[config.mk]
export PLATFORM = sky130hd
export DESIGN_NAME = lcs_sense_ctrl
export DESIGN_NICKNAME = d
export VERILOG_FILES = /design/src/lcs_pkg.sv /design/src/lcs_settle.sv /design/src/lcs_sense_ctrl.sv
export VERILOG_INCLUDE_DIRS = /design/src /design/src/src
export SDC_FILE = /design/constraint.sdc
export NUM_CORES = 1
export LEC_CHECK = 0
export BUFFER_PORTS_ARGS = -buffer_cell sky130_fd_sc_hd__buf_2
export CAP_MARGIN = 10
export CORE_MARGIN = 2
export CORE_UTILIZATION = 49
export CTS_BUF_LIST = sky130_fd_sc_hd__clkbuf_4 sky130_fd_sc_hd__clkbuf_8 sky130_fd_sc_hd__clkbuf_16
export CTS_CLUSTER_DIAMETER = 60
export DETAILED_ROUTE_END_ITERATION = 8
export PLACE_DENSITY = 0.85
export SETUP_SLACK_MARGIN = 0.15
export SLEW_MARGIN = 30
export SYNTH_ARGS = -nofsm -noshare
export SYNTH_HDL_FRONTEND = slang
export SYNTH_HIERARCHICAL = 1
export SYNTH_SLANG_ARGS = --single-unit
[constraint.sdc]
create_clock -name core_clk -period 3.9 [get_ports core_clk]
set_input_delay 0.195 -clock core_clk [delete_from_list [all_inputs] [get_ports core_clk]]
set_output_delay 0.195 -clock core_clk [all_outputs]
set_load 0.01 [all_outputs]
[src/lcs_consts.svh]
`ifndef LCS_CONSTS_SVH
`define LCS_CONSTS_SVH

// Datapath widths and sense limits
`define LCS_SENSE_W 10
`define LCS_OFS_W 6
`define LCS_SENSE_MAX 10'h3FF
`define LCS_SENSE_ZERO 10'h000

// Sense-select encoding, {sense_select_bit1, sense_select_bit0}
`define LCS_SEL_OFF 2'h0
`define LCS_SEL_CH0 2'h1
`define LCS_SEL_CH1 2'h2
`define LCS_SEL_TEMP 2'h3

// Configuration reset values
`define LCS_RST_SEL 2'h0
`define LCS_RST_HOLD_MODE 1'h0
`define LCS_RST_RATIO_LOW 1'h0
`define LCS_RST_OFS_POL 2'h0

// Settling time of the sense mirror after turn-on
`define LCS_CLK_MHZ 250
`define LCS_SETTLE_NS 2000
`define LCS_SETTLE_CYC ((`LCS_SETTLE_NS * `LCS_CLK_MHZ + 999) / 1000)
`define LCS_SETTLE_CW 10

`endif

[src/lcs_pkg.sv]
`default_nettype none
`include "lcs_consts.svh"

package lcs_pkg;

    typedef enum logic [1:0] {
        LCS_ST_IDLE,
        LCS_ST_SETTLE,
        LCS_ST_VALID,
        LCS_ST_HOLD
    } lcs_state_t;

    typedef enum logic [1:0] {
        LCS_SRC_NONE,
        LCS_SRC_CH0,
        LCS_SRC_CH1,
        LCS_SRC_TEMP
    } lcs_src_t;

    typedef struct packed {
        logic sense_select_bit1;
        logic sense_select_bit0;
        logic hold_mode;
        logic ratio_low;
        logic [1:0] offset_polarity;
    } lcs_cfg_t;

    typedef struct packed {
        lcs_state_t state;
        lcs_cfg_t cfg;
        lcs_src_t src_prev;
        logic [`LCS_SENSE_W-1:0] held;
        logic [`LCS_SENSE_W-1:0] sense_out;
        logic strobe_n;
        logic accurate;
    } lcs_regs_t;

    typedef struct packed {
        logic [`LCS_SETTLE_CW-1:0] cnt;
        logic done;
    } lcs_settle_regs_t;

endpackage : lcs_pkg

`default_nettype wire

[src/lcs_settle.sv]
`default_nettype none
`include "lcs_consts.svh"

module lcs_settle
    import lcs_pkg::*;
(
    // Clock and reset
    input wire logic core_clk,
    input wire logic rst_n,
    // Timer control
    input wire logic run,
    output logic done
);

    localparam logic [`LCS_SETTLE_CW-1:0] LAST = `LCS_SETTLE_CW'(`LCS_SETTLE_CYC - 1);

    lcs_settle_regs_t r;
    lcs_settle_regs_t next_r;

    // Restarts whenever run drops, so a glitch in the on-phase re-times settling
    always_comb begin
        next_r = r;
        if (!run) begin
            next_r.cnt = '0;
            next_r.done = 1'b0;
        end else if (r.cnt == LAST) begin
            next_r.done = 1'b1;
        end else begin
            next_r.cnt = r.cnt + `LCS_SETTLE_CW'(1);
        end
    end

    always_ff @(posedge core_clk) begin
        if (!rst_n) begin
            r <= '0;
        end else begin
            r <= next_r;
        end
    end

    assign done = r.done;

endmodule : lcs_settle

`default_nettype wire

[src/lcs_sense_ctrl.sv]
`default_nettype none
`include "lcs_consts.svh"

// Operation
// - Route channel current or temperature per select
// - Overcurrent window: sensing off, strobe high
// - Hold-mode bit 0 synchronous, 1 track-and-hold
// - Hold-mode bit resets to synchronous
// - Ratio bit picks mirror, lowers thresholds
// - Sync mode: strobe low after settling until off
// - Sync mode: no current output when off
// - Track-and-hold: capture at off, present held
// - Track-and-hold: strobe high at capture
// - Track-and-hold accurate after strobe falling edge
// - Channel change discards held value first
// - Offset polarity adds or subtracts offset
// - Held value keeps polarity used at capture
module lcs_sense_ctrl
    import lcs_pkg::*;
(
    // Clock and reset
    input wire logic core_clk,
    input wire logic rst_n,
    // Configuration write port
    input wire logic cfg_wr,
    input wire lcs_cfg_t cfg_wdata,
    output lcs_cfg_t cfg_rdata,
    // Channel state from switch control
    input wire logic [1:0] chan_on,
    input wire logic [1:0] oc_window,
    // Digitised mirror and temperature values
    input wire logic [`LCS_SENSE_W-1:0] cur0,
    input wire logic [`LCS_SENSE_W-1:0] cur1,
    input wire logic [`LCS_SENSE_W-1:0] temp_code,
    input wire logic [`LCS_OFS_W-1:0] rand_ofs0,
    input wire logic [`LCS_OFS_W-1:0] rand_ofs1,
    // Sense output side
    output logic [`LCS_SENSE_W-1:0] sense_out,
    output lcs_src_t sense_src,
    output logic sense_accurate,
    output logic sense_valid_strobe_n,
    // Analog trims
    output logic ratio_low_sel,
    output logic [1:0] oc_threshold_low
);

    localparam int SETTLE_CYC = `LCS_SETTLE_CYC;

    function automatic lcs_src_t lcs_decode_src(input lcs_cfg_t c);
        unique case ({c.sense_select_bit1, c.sense_select_bit0})
            `LCS_SEL_CH0: lcs_decode_src = LCS_SRC_CH0;
            `LCS_SEL_CH1: lcs_decode_src = LCS_SRC_CH1;
            `LCS_SEL_TEMP: lcs_decode_src = LCS_SRC_TEMP;
            default: lcs_decode_src = LCS_SRC_NONE;
        endcase
    endfunction : lcs_decode_src

    // Saturating, so a large negative offset never wraps to full scale
    function automatic logic [`LCS_SENSE_W-1:0] lcs_apply_offset(
        input logic [`LCS_SENSE_W-1:0] v,
        input logic [`LCS_OFS_W-1:0] o,
        input logic pol
    );
        logic [`LCS_SENSE_W:0] s;
        logic [`LCS_SENSE_W-1:0] oe;
        oe = {{(`LCS_SENSE_W-`LCS_OFS_W){1'b0}}, o};
        s = {1'b0, v} + {1'b0, oe};
        if (pol) begin
            lcs_apply_offset = s[`LCS_SENSE_W] ? `LCS_SENSE_MAX : s[`LCS_SENSE_W-1:0];
        end else begin
            lcs_apply_offset = (v >= oe) ? (v - oe) : `LCS_SENSE_ZERO;
        end
    endfunction : lcs_apply_offset

    lcs_regs_t r;
    lcs_regs_t next_r;
    lcs_cfg_t cfg_now;
    lcs_src_t src;
    logic ch;
    logic is_cur;
    logic on;
    logic oc;
    logic chg;
    logic [`LCS_SENSE_W-1:0] raw;
    logic [`LCS_OFS_W-1:0] ofs;
    logic [`LCS_SENSE_W-1:0] live;
    logic settle_done;

    lcs_settle i_lcs_settle (
        .core_clk(core_clk),
        .rst_n(rst_n),
        .run(r.state == LCS_ST_SETTLE),
        .done(settle_done)
    );

    always_comb begin
        cfg_now = cfg_wr ? cfg_wdata : r.cfg;
        src = lcs_decode_src(cfg_now);
        ch = (src == LCS_SRC_CH1);
        is_cur = (src == LCS_SRC_CH0) || (src == LCS_SRC_CH1);
        on = chan_on[ch];
        oc = oc_window[ch];
        chg = (src != r.src_prev);
        raw = ch ? cur1 : cur0;
        ofs = ch ? rand_ofs1 : rand_ofs0;
        live = lcs_apply_offset(raw, ofs, cfg_now.offset_polarity[ch]);

        next_r = r;
        next_r.cfg = cfg_now;
        next_r.src_prev = src;
        unique case (r.state)
            LCS_ST_IDLE: begin
                if (on) begin
                    next_r.state = LCS_ST_SETTLE;
                end
            end
            LCS_ST_SETTLE: begin
                if (!on) begin
                    next_r.state = LCS_ST_IDLE;
                end else if (settle_done) begin
                    next_r.state = LCS_ST_VALID;
                end
            end
            LCS_ST_VALID: begin
                if (!on && cfg_now.hold_mode) begin
                    next_r.state = LCS_ST_HOLD;
                    next_r.held = live;
                end else if (!on) begin
                    next_r.state = LCS_ST_IDLE;
                end
            end
            LCS_ST_HOLD: begin
                if (!cfg_now.hold_mode) begin
                    next_r.state = LCS_ST_IDLE;
                end else if (on) begin
                    next_r.state = LCS_ST_SETTLE;
                end
            end
        endcase
        // A new source empties the hold first; an off channel has nothing to reacquire
        if (!is_cur || chg) begin
            next_r.state = LCS_ST_IDLE;
            next_r.held = `LCS_SENSE_ZERO;
        end else if (oc) begin
            next_r.state = LCS_ST_IDLE;
        end

        if (src == LCS_SRC_TEMP) begin
            next_r.sense_out = temp_code;
        end else if (!is_cur || oc) begin
            next_r.sense_out = `LCS_SENSE_ZERO;
        end else if (next_r.state == LCS_ST_HOLD) begin
            next_r.sense_out = next_r.held;
        end else if (on && !chg) begin
            next_r.sense_out = live;
        end else begin
            next_r.sense_out = `LCS_SENSE_ZERO;
        end
        next_r.strobe_n = (next_r.state != LCS_ST_VALID);
        next_r.accurate = (next_r.state == LCS_ST_VALID) ||
                          (next_r.state == LCS_ST_HOLD);
    end

    always_ff @(posedge core_clk) begin
        if (!rst_n) begin
            r.state <= LCS_ST_IDLE;
            r.cfg.sense_select_bit1 <= 1'(`LCS_RST_SEL >> 1);
            r.cfg.sense_select_bit0 <= 1'(`LCS_RST_SEL);
            r.cfg.hold_mode <= `LCS_RST_HOLD_MODE;
            r.cfg.ratio_low <= `LCS_RST_RATIO_LOW;
            r.cfg.offset_polarity <= `LCS_RST_OFS_POL;
            r.src_prev <= LCS_SRC_NONE;
            r.held <= `LCS_SENSE_ZERO;
            r.sense_out <= `LCS_SENSE_ZERO;
            r.strobe_n <= 1'b1;
            r.accurate <= 1'b0;
        end else begin
            r <= next_r;
        end
    end

    assign cfg_rdata = r.cfg;
    assign sense_out = r.sense_out;
    assign sense_src = r.src_prev;
    assign sense_accurate = r.accurate;
    assign sense_valid_strobe_n = r.strobe_n;
    assign ratio_low_sel = r.cfg.ratio_low;
    assign oc_threshold_low = {2{r.cfg.ratio_low}};

    // Helper logic for the checks below
    int settle_age;
    logic [`LCS_SENSE_W:0] sum_chk;
    always_ff @(posedge core_clk) begin
        if (!rst_n || r.state != LCS_ST_SETTLE) begin
            settle_age <= 0;
        end else begin
            settle_age <= settle_age + 1;
        end
    end
    assign sum_chk = {1'b0, raw} + {{(`LCS_SENSE_W+1-`LCS_OFS_W){1'b0}}, ofs};
endmodule : lcs_sense_ctrl

`default_nettype wire

**Word-level counts from Yosys, hierarchy flattened**

Cells that the tools add are included.

- Register bits after elaboration: 43
- Bits in latches: 0
- Memory bits (writable): 0
- ROM bits: 0
- Output and inout bits: 23
- Memories: 0

- $add $sub $neg: 3
- $mul: 0
- Div/mod/pow operators: 0
- Magnitude comparators: 2
- Equal/unequal tests: 14
- Shift operators: 0
- Mux-type cells: 29
- Bitwise operators: 0
- Reductions and logical operators: 11

Operators by type and width:

| kind | number |
|---|---|
| 10-bit 2-to-1 mux | 11 |
| 2-bit equality test, second input constant | 8 |
| 2-bit 2-to-1 mux | 8 |
| 6-bit 2-to-1 mux | 2 |
| 10-bit by 6-bit adder with 11-bit output | 1 |
| 10-bit by 1-bit adder with 10-bit output, second input constant | 1 |
| 10-bit by 9-bit equality test with 1-bit output, second input constant | 1 |
| 10-bit by 6-bit >= comparator with 1-bit output | 1 |
| 10-bit by 6-bit subtractor with 10-bit output | 1 |
| 2-bit case mux with 4 select lines | 1 |
| 2-bit by 1-bit equality test with 1-bit output, second input constant | 3 |
| 1-bit 2-to-1 mux | 6 |
| 2-bit case mux with 3 select lines | 1 |
| 1-bit logical OR | 4 |
| 1-bit zero test | 3 |
| 1-bit logical AND | 2 |
| 2-bit zero test | 1 |
| 1-bit by 2-bit < comparator with 1-bit output, second input constant | 1 |
| 2-bit inequality test | 1 |
| 2-bit inequality test, second input constant | 1 |
| 2-bit AND reduction | 1 |

**Depth between registers and ports, before layout**

- Depth in word-level cells: 16
- Gate-level depth with buffers: 16
- Depth with buffers taken out: 13

**Hierarchy**

The synthesis kept the hierarchy.

Modules (own cells, without submodules):

| module | times used | cells each | area an instance (um^2) |
|---|---|---|---|
| lcs_sense_ctrl | 1 | 307 | 2665.1 |
| lcs_settle | 1 | 55 | 520.5 |

**Least setup slack after synthesis**

OpenSTA, ideal clock, no wires.

- Path type: input port to flip-flop
- From: input port cfg_wr
- To: register, netlist name sense_out[9]
- Setup time: 0.079 ns
- Arrival time: 3.531 ns
- Path slack: 0.291 ns
- Stages on the path: 15
- Buffers on the path: 4
- Cells stage by stage: buf_6 mux2i_1 ha_1 buf_6 buf_6 clkbuf_1 mux2i_1 inv_1 ha_1 or3b_4 a2111oi_4 nor3_2 o41ai_2 o21ai_1 o221ai_2

- Word-level cells in the longest chain between the ends: 16

Ends and longest elaborated chain:

| element | line | source |
|---|---|---|
| from (decl) | lcs_sense_ctrl.sv:25 | `input wire logic cfg_wr,` |
| 6-bit 2-to-1 mux (*) | lcs_sense_ctrl.sv:97 | `cfg_now = cfg_wr ? cfg_wdata : r.cfg;` |
| parallel branches: the longest is 14 deep, another holds 10-bit by 6-bit subtractor with 10-bit output | -- |  |
| 10-bit 2-to-1 mux (*) | lcs_sense_ctrl.sv:148 | `if (src == LCS_SRC_TEMP) begin` |

Mark *: on every way between the ends. The select of a mux whose other input is x is not followed.
A chain may end at the register's enable or synchronous reset.

**Worst setup path after layout**

- From: register r (netlist bit sense_src[0])
- To: register r[16] (netlist name)

- Word-level cells in the longest chain between the ends: 3

Ends and longest elaborated chain:

| element | line | source |
|---|---|---|
| from (decl) | lcs_sense_ctrl.sv:75 | `lcs_regs_t r;` |
| from (signal assigned) | lcs_sense_ctrl.sv:178 | `r <= next_r;` |
| 2-bit inequality test | lcs_sense_ctrl.sv:103 | `chg = (src != r.src_prev);` |
| 1-bit logical OR | lcs_sense_ctrl.sv:141 | `if (!is_cur \|\| chg) begin` |
| 10-bit 2-to-1 mux | lcs_sense_ctrl.sv:141 |  |

No other way between the ends.

==> results.py <==
metrics = {
    "cts": {
        "clockBufferDepth": 2,
        "cts.sinks": 41,
        "ctsHoldBuffers": 0,
        "clkLatencyLatePin_ns": 0.30,
        "cts_made_buffers": 5,
        "cts_root_buf": "clkbuf_8",
        "cts_tree": "yes",
        "cts_max_level": 2,
        "clk_pin_slew_worst_paths_ns": 0.09,
    },
    "worst_setup_path": {
        "cp.required_ns": 4.11,
        "path_class": "flop to flop",
        "cpLargestDelayFamily": "compound AO/OA/AOI/OAI gates",
        "cp-end-kind": "flop",
        "cp.arrival_ns": 3.72,
        "worstPathCellList": "mux2i_1, ha_2, mux2i_1, inv_1, ha_1, or3b_4, a2111oi_4, nor3_2, a21oi_2, nand3_2, o22ai_1",
        "slowest_stage": "or3b_4",
        "startpoint_type": "flop",
        "cp.buffers_inverters": 1,
        "crit_path_frequent_cell": "mux2i_1",
        "slowest_delay_ns": 0.43,
        "crit_path_max_fanout": 12,
    },
    "final_layout": {
        "final_cell_mix": "buf_2 (77), dfxtp_1 (41), nand2_1 (38)",
        "num_antenna_cells": 0,
        "area_delta_synth_final_pct": 10.9,
        "fin_nets": 489,
        "num-fill-cells": 578,
        "mostFrequentLayoutCell": "buf_2",
        "drive_gt1_share_pct": 32.5,
    },
    "global_routing": {
        "grt_pass1_wl_um": 12200,
        "grt_remaining_overflow": 0,
        "grtUsageTotal_pct": 20.7,
        "grt_pass1_vias": 2689,
        "antenna_found_initial": 0,
        "grt_max_degree": 19,
    },
    "synthesis": {
        "synth_edf_count": 0,
        "synth_ff_type": "dfxtp_1",
        "avgSynthCellArea_um2": 8.80,
        "syn_inst": 362,
        "ys_seq_area_share_pct": 25.8,
        "yosys.area.top_type": "dfxtp_1",
        "yosysUniqueCellTypes": 75,
        "synthTopCellsByArea": "dfxtp_1 (26%), ha_1 (5.9%), mux2i_1 (5.7%)",
        "synthesis.nets": 434,
        "synth_top_area_share_pct": 25.8,
        "synth.cell_area_um2": 3190,
        "ys_warn_count": 6,
        "synthArstFlopShare_pct": 0,
        "synth-seq-cells": 41,
    },
    "floorplan": {
        "fp-row-count": 29,
        "initial_utilization_pct": 50.5,
        "die_area_um2": 7160,
        "die_w_um": 84.6,
        "core_um2": 6310,
        "pin_count": 78,
        "die_y_um": 84.6,
    },
    "pwr": {
        "p_per_area_nw_per_um2": 317,
        "ir_worst_vdd_v": 0.000245,
        "total_power_mw": 1.12,
        "static-leakage-power_nw": 1.48,
    },
    "timing": {
        "post-route-min-period_ns": 3.52,
        "final-setup-viol-count": 0,
        "fin_skew_ns": 0.0136,
        "relSlewSlack_pct": 70.2,
        "tightest_slew_ns": 0.434,
        "report.final.hold_viol_count": 0,
        "rsz0062_at_grt": "false",
        "tns_ns": 0,
        "period_share_pct": 90.2,
        "slew_violations": 0,
        "fmax_mhz": 284,
    },
    "drt": {
        "antenna_left": 0,
        "drc": 0,
        "via_count": 2862,
        "first_pass_iters": 4,
        "drt-total-wl_um": 7440,
        "post_drt_wl_per_cell_um": 15.0,
        "first_iter_violations": 177,
        "viasPerCell": 5.78,
    },
    "job": {
        "drv_cap": 0,
    },
    "placed_design": {
        "routabilityCongestion": 0.919,
        "dp_hpwl_um": 5810,
        "io_buffers": 77,
    },
    "outcome": {
        "outcome": "completed",
    },
    "worst_hold_path": {
        "hp-class": "input pin to flop",
    },
}
## per-stage QoR
stage	utilization, %	instance area, µm²	instances	hold slack, ns	worst slack, ns
global route	55.9	3530	495	0.101	0.144
CTS	55.9	3530	495	0.0825	0.260
finish	55.9	3530	495	0.0933	0.383
global placement	54.4	3440	487	0.408	0.232
detailed placement	54.4	3440	487	0.405	0.110
floorplan	-	3190	362	0.304	0.291
## path summary, 6_finish.rpt
check,start,end,slack (ns),cells past startpoint
worst max register to register,sense_src[0],r[16],0.38,11
worst max-delay path,sense_src[0],r[16],0.38,11
worst min register to register,r[14],r[14],0.47,2
worst min-delay path,temp_code[5],sense_out[5],0.09,3
## worst register-to-register path, cell delays in order, from the launching register on
cell and delay [ns]:
dfxtp_1 0.36, mux2i_1 0.27, ha_2 0.41, mux2i_1 0.34, inv_1 0.15, ha_1 0.36, or3b_4 0.43, a2111oi_4 0.35
nor3_2 0.11, a21oi_2 0.22, nand3_2 0.19, o22ai_1 0.23
## sequential cells by signal, indices dropped and copies added (netlist names)
signal and count:
sense_out 10, sense_accurate 1, sense_valid_strobe_n 1, sense_src 2
ratio_low_sel 1, i_lcs_settle/r 10, i_lcs_settle/done 1, cfg_rdata 3
r 12
## synth_stat cells (all sizes together) (3+ instances only)
| cell | count |
|---|---|
| a21oi | 20 |
| dfxtp | 41 |
| o31ai | 6 |
| xor2 | 3 |
| nand3 | 11 |
| inv | 16 |
| o21ai | 14 |
| nor2 | 22 |
| or2 | 4 |
| nand4b | 3 |
| o221ai | 10 |
| mux2i | 19 |
| nor3 | 8 |
| a22oi | 3 |
| or3 | 6 |
| nand2 | 38 |
| and2 | 3 |
| nand4 | 3 |
| nor2b | 7 |
| a31oi | 3 |
| buf | 32 |
| o22ai | 9 |
| ha | 15 |
| mux2 | 13 |
| xnor2 | 4 |
| nand2b | 7 |
| nand3b | 3 |
## layout make-up
| type | count | area (µm²) | area share (%) |
|---|---|---|---|
| clock buffers | 5 | 68.8 | 1.95 |
| inverters | 16 | 65.1 | 1.84 |
| multi-input cells | 271 | 2030 | 57.6 |
| repair buffers | 82 | 423 | 12.0 |
| flip-flops and latches | 41 | 821 | 23.2 |
| well taps | 77 | 96.3 | 2.73 |
| clock inverters | 3 | 25.0 | 0.708 |
## repair_timing
action / in CTS / in global routing
endpoints found under the setup margin: 0 / 20
gates resized for setup: 0 / 1
setup buffers: 0 / 0
## layer usage
| layer | vias up | track usage (%) | wire length (µm) |
|---|---|---|---|
| met3 | 7 | 3.93 | 467 |
| met2 | 97 | 36.4 | 3650 |
| met4 | 0 | 5.48 | 80 |
| li1 | 1407 | - | - |
| met1 | 1351 | 25.9 | 3240 |
| met5 | - | 0 | 0 |
## where the power goes
| part | internal [mW] | total [mW] | switching [mW] | leakage, nW |
|---|---|---|---|---|
| clock network | 0.129 | 0.292 | 0.162 | 0.0447 |
| registers | 0.427 | 0.432 | 0.00516 | 0.332 |
| logic | 0.172 | 0.397 | 0.225 | 1.10 |
| total | 0.728 | 1.12 | 0.393 | 1.48 |
## cells by family after synthesis
kind of cell	synth area share [%]
xor gates and xnor gates	1.92
adders and majority gates	7.15
and+or+nand+nor	23.0
DFF	25.8
muxes	11.8
buffers and inverters	10.5
AOI/OAI and AO/OA	19.9
Power figures use the tool's default switching activity.
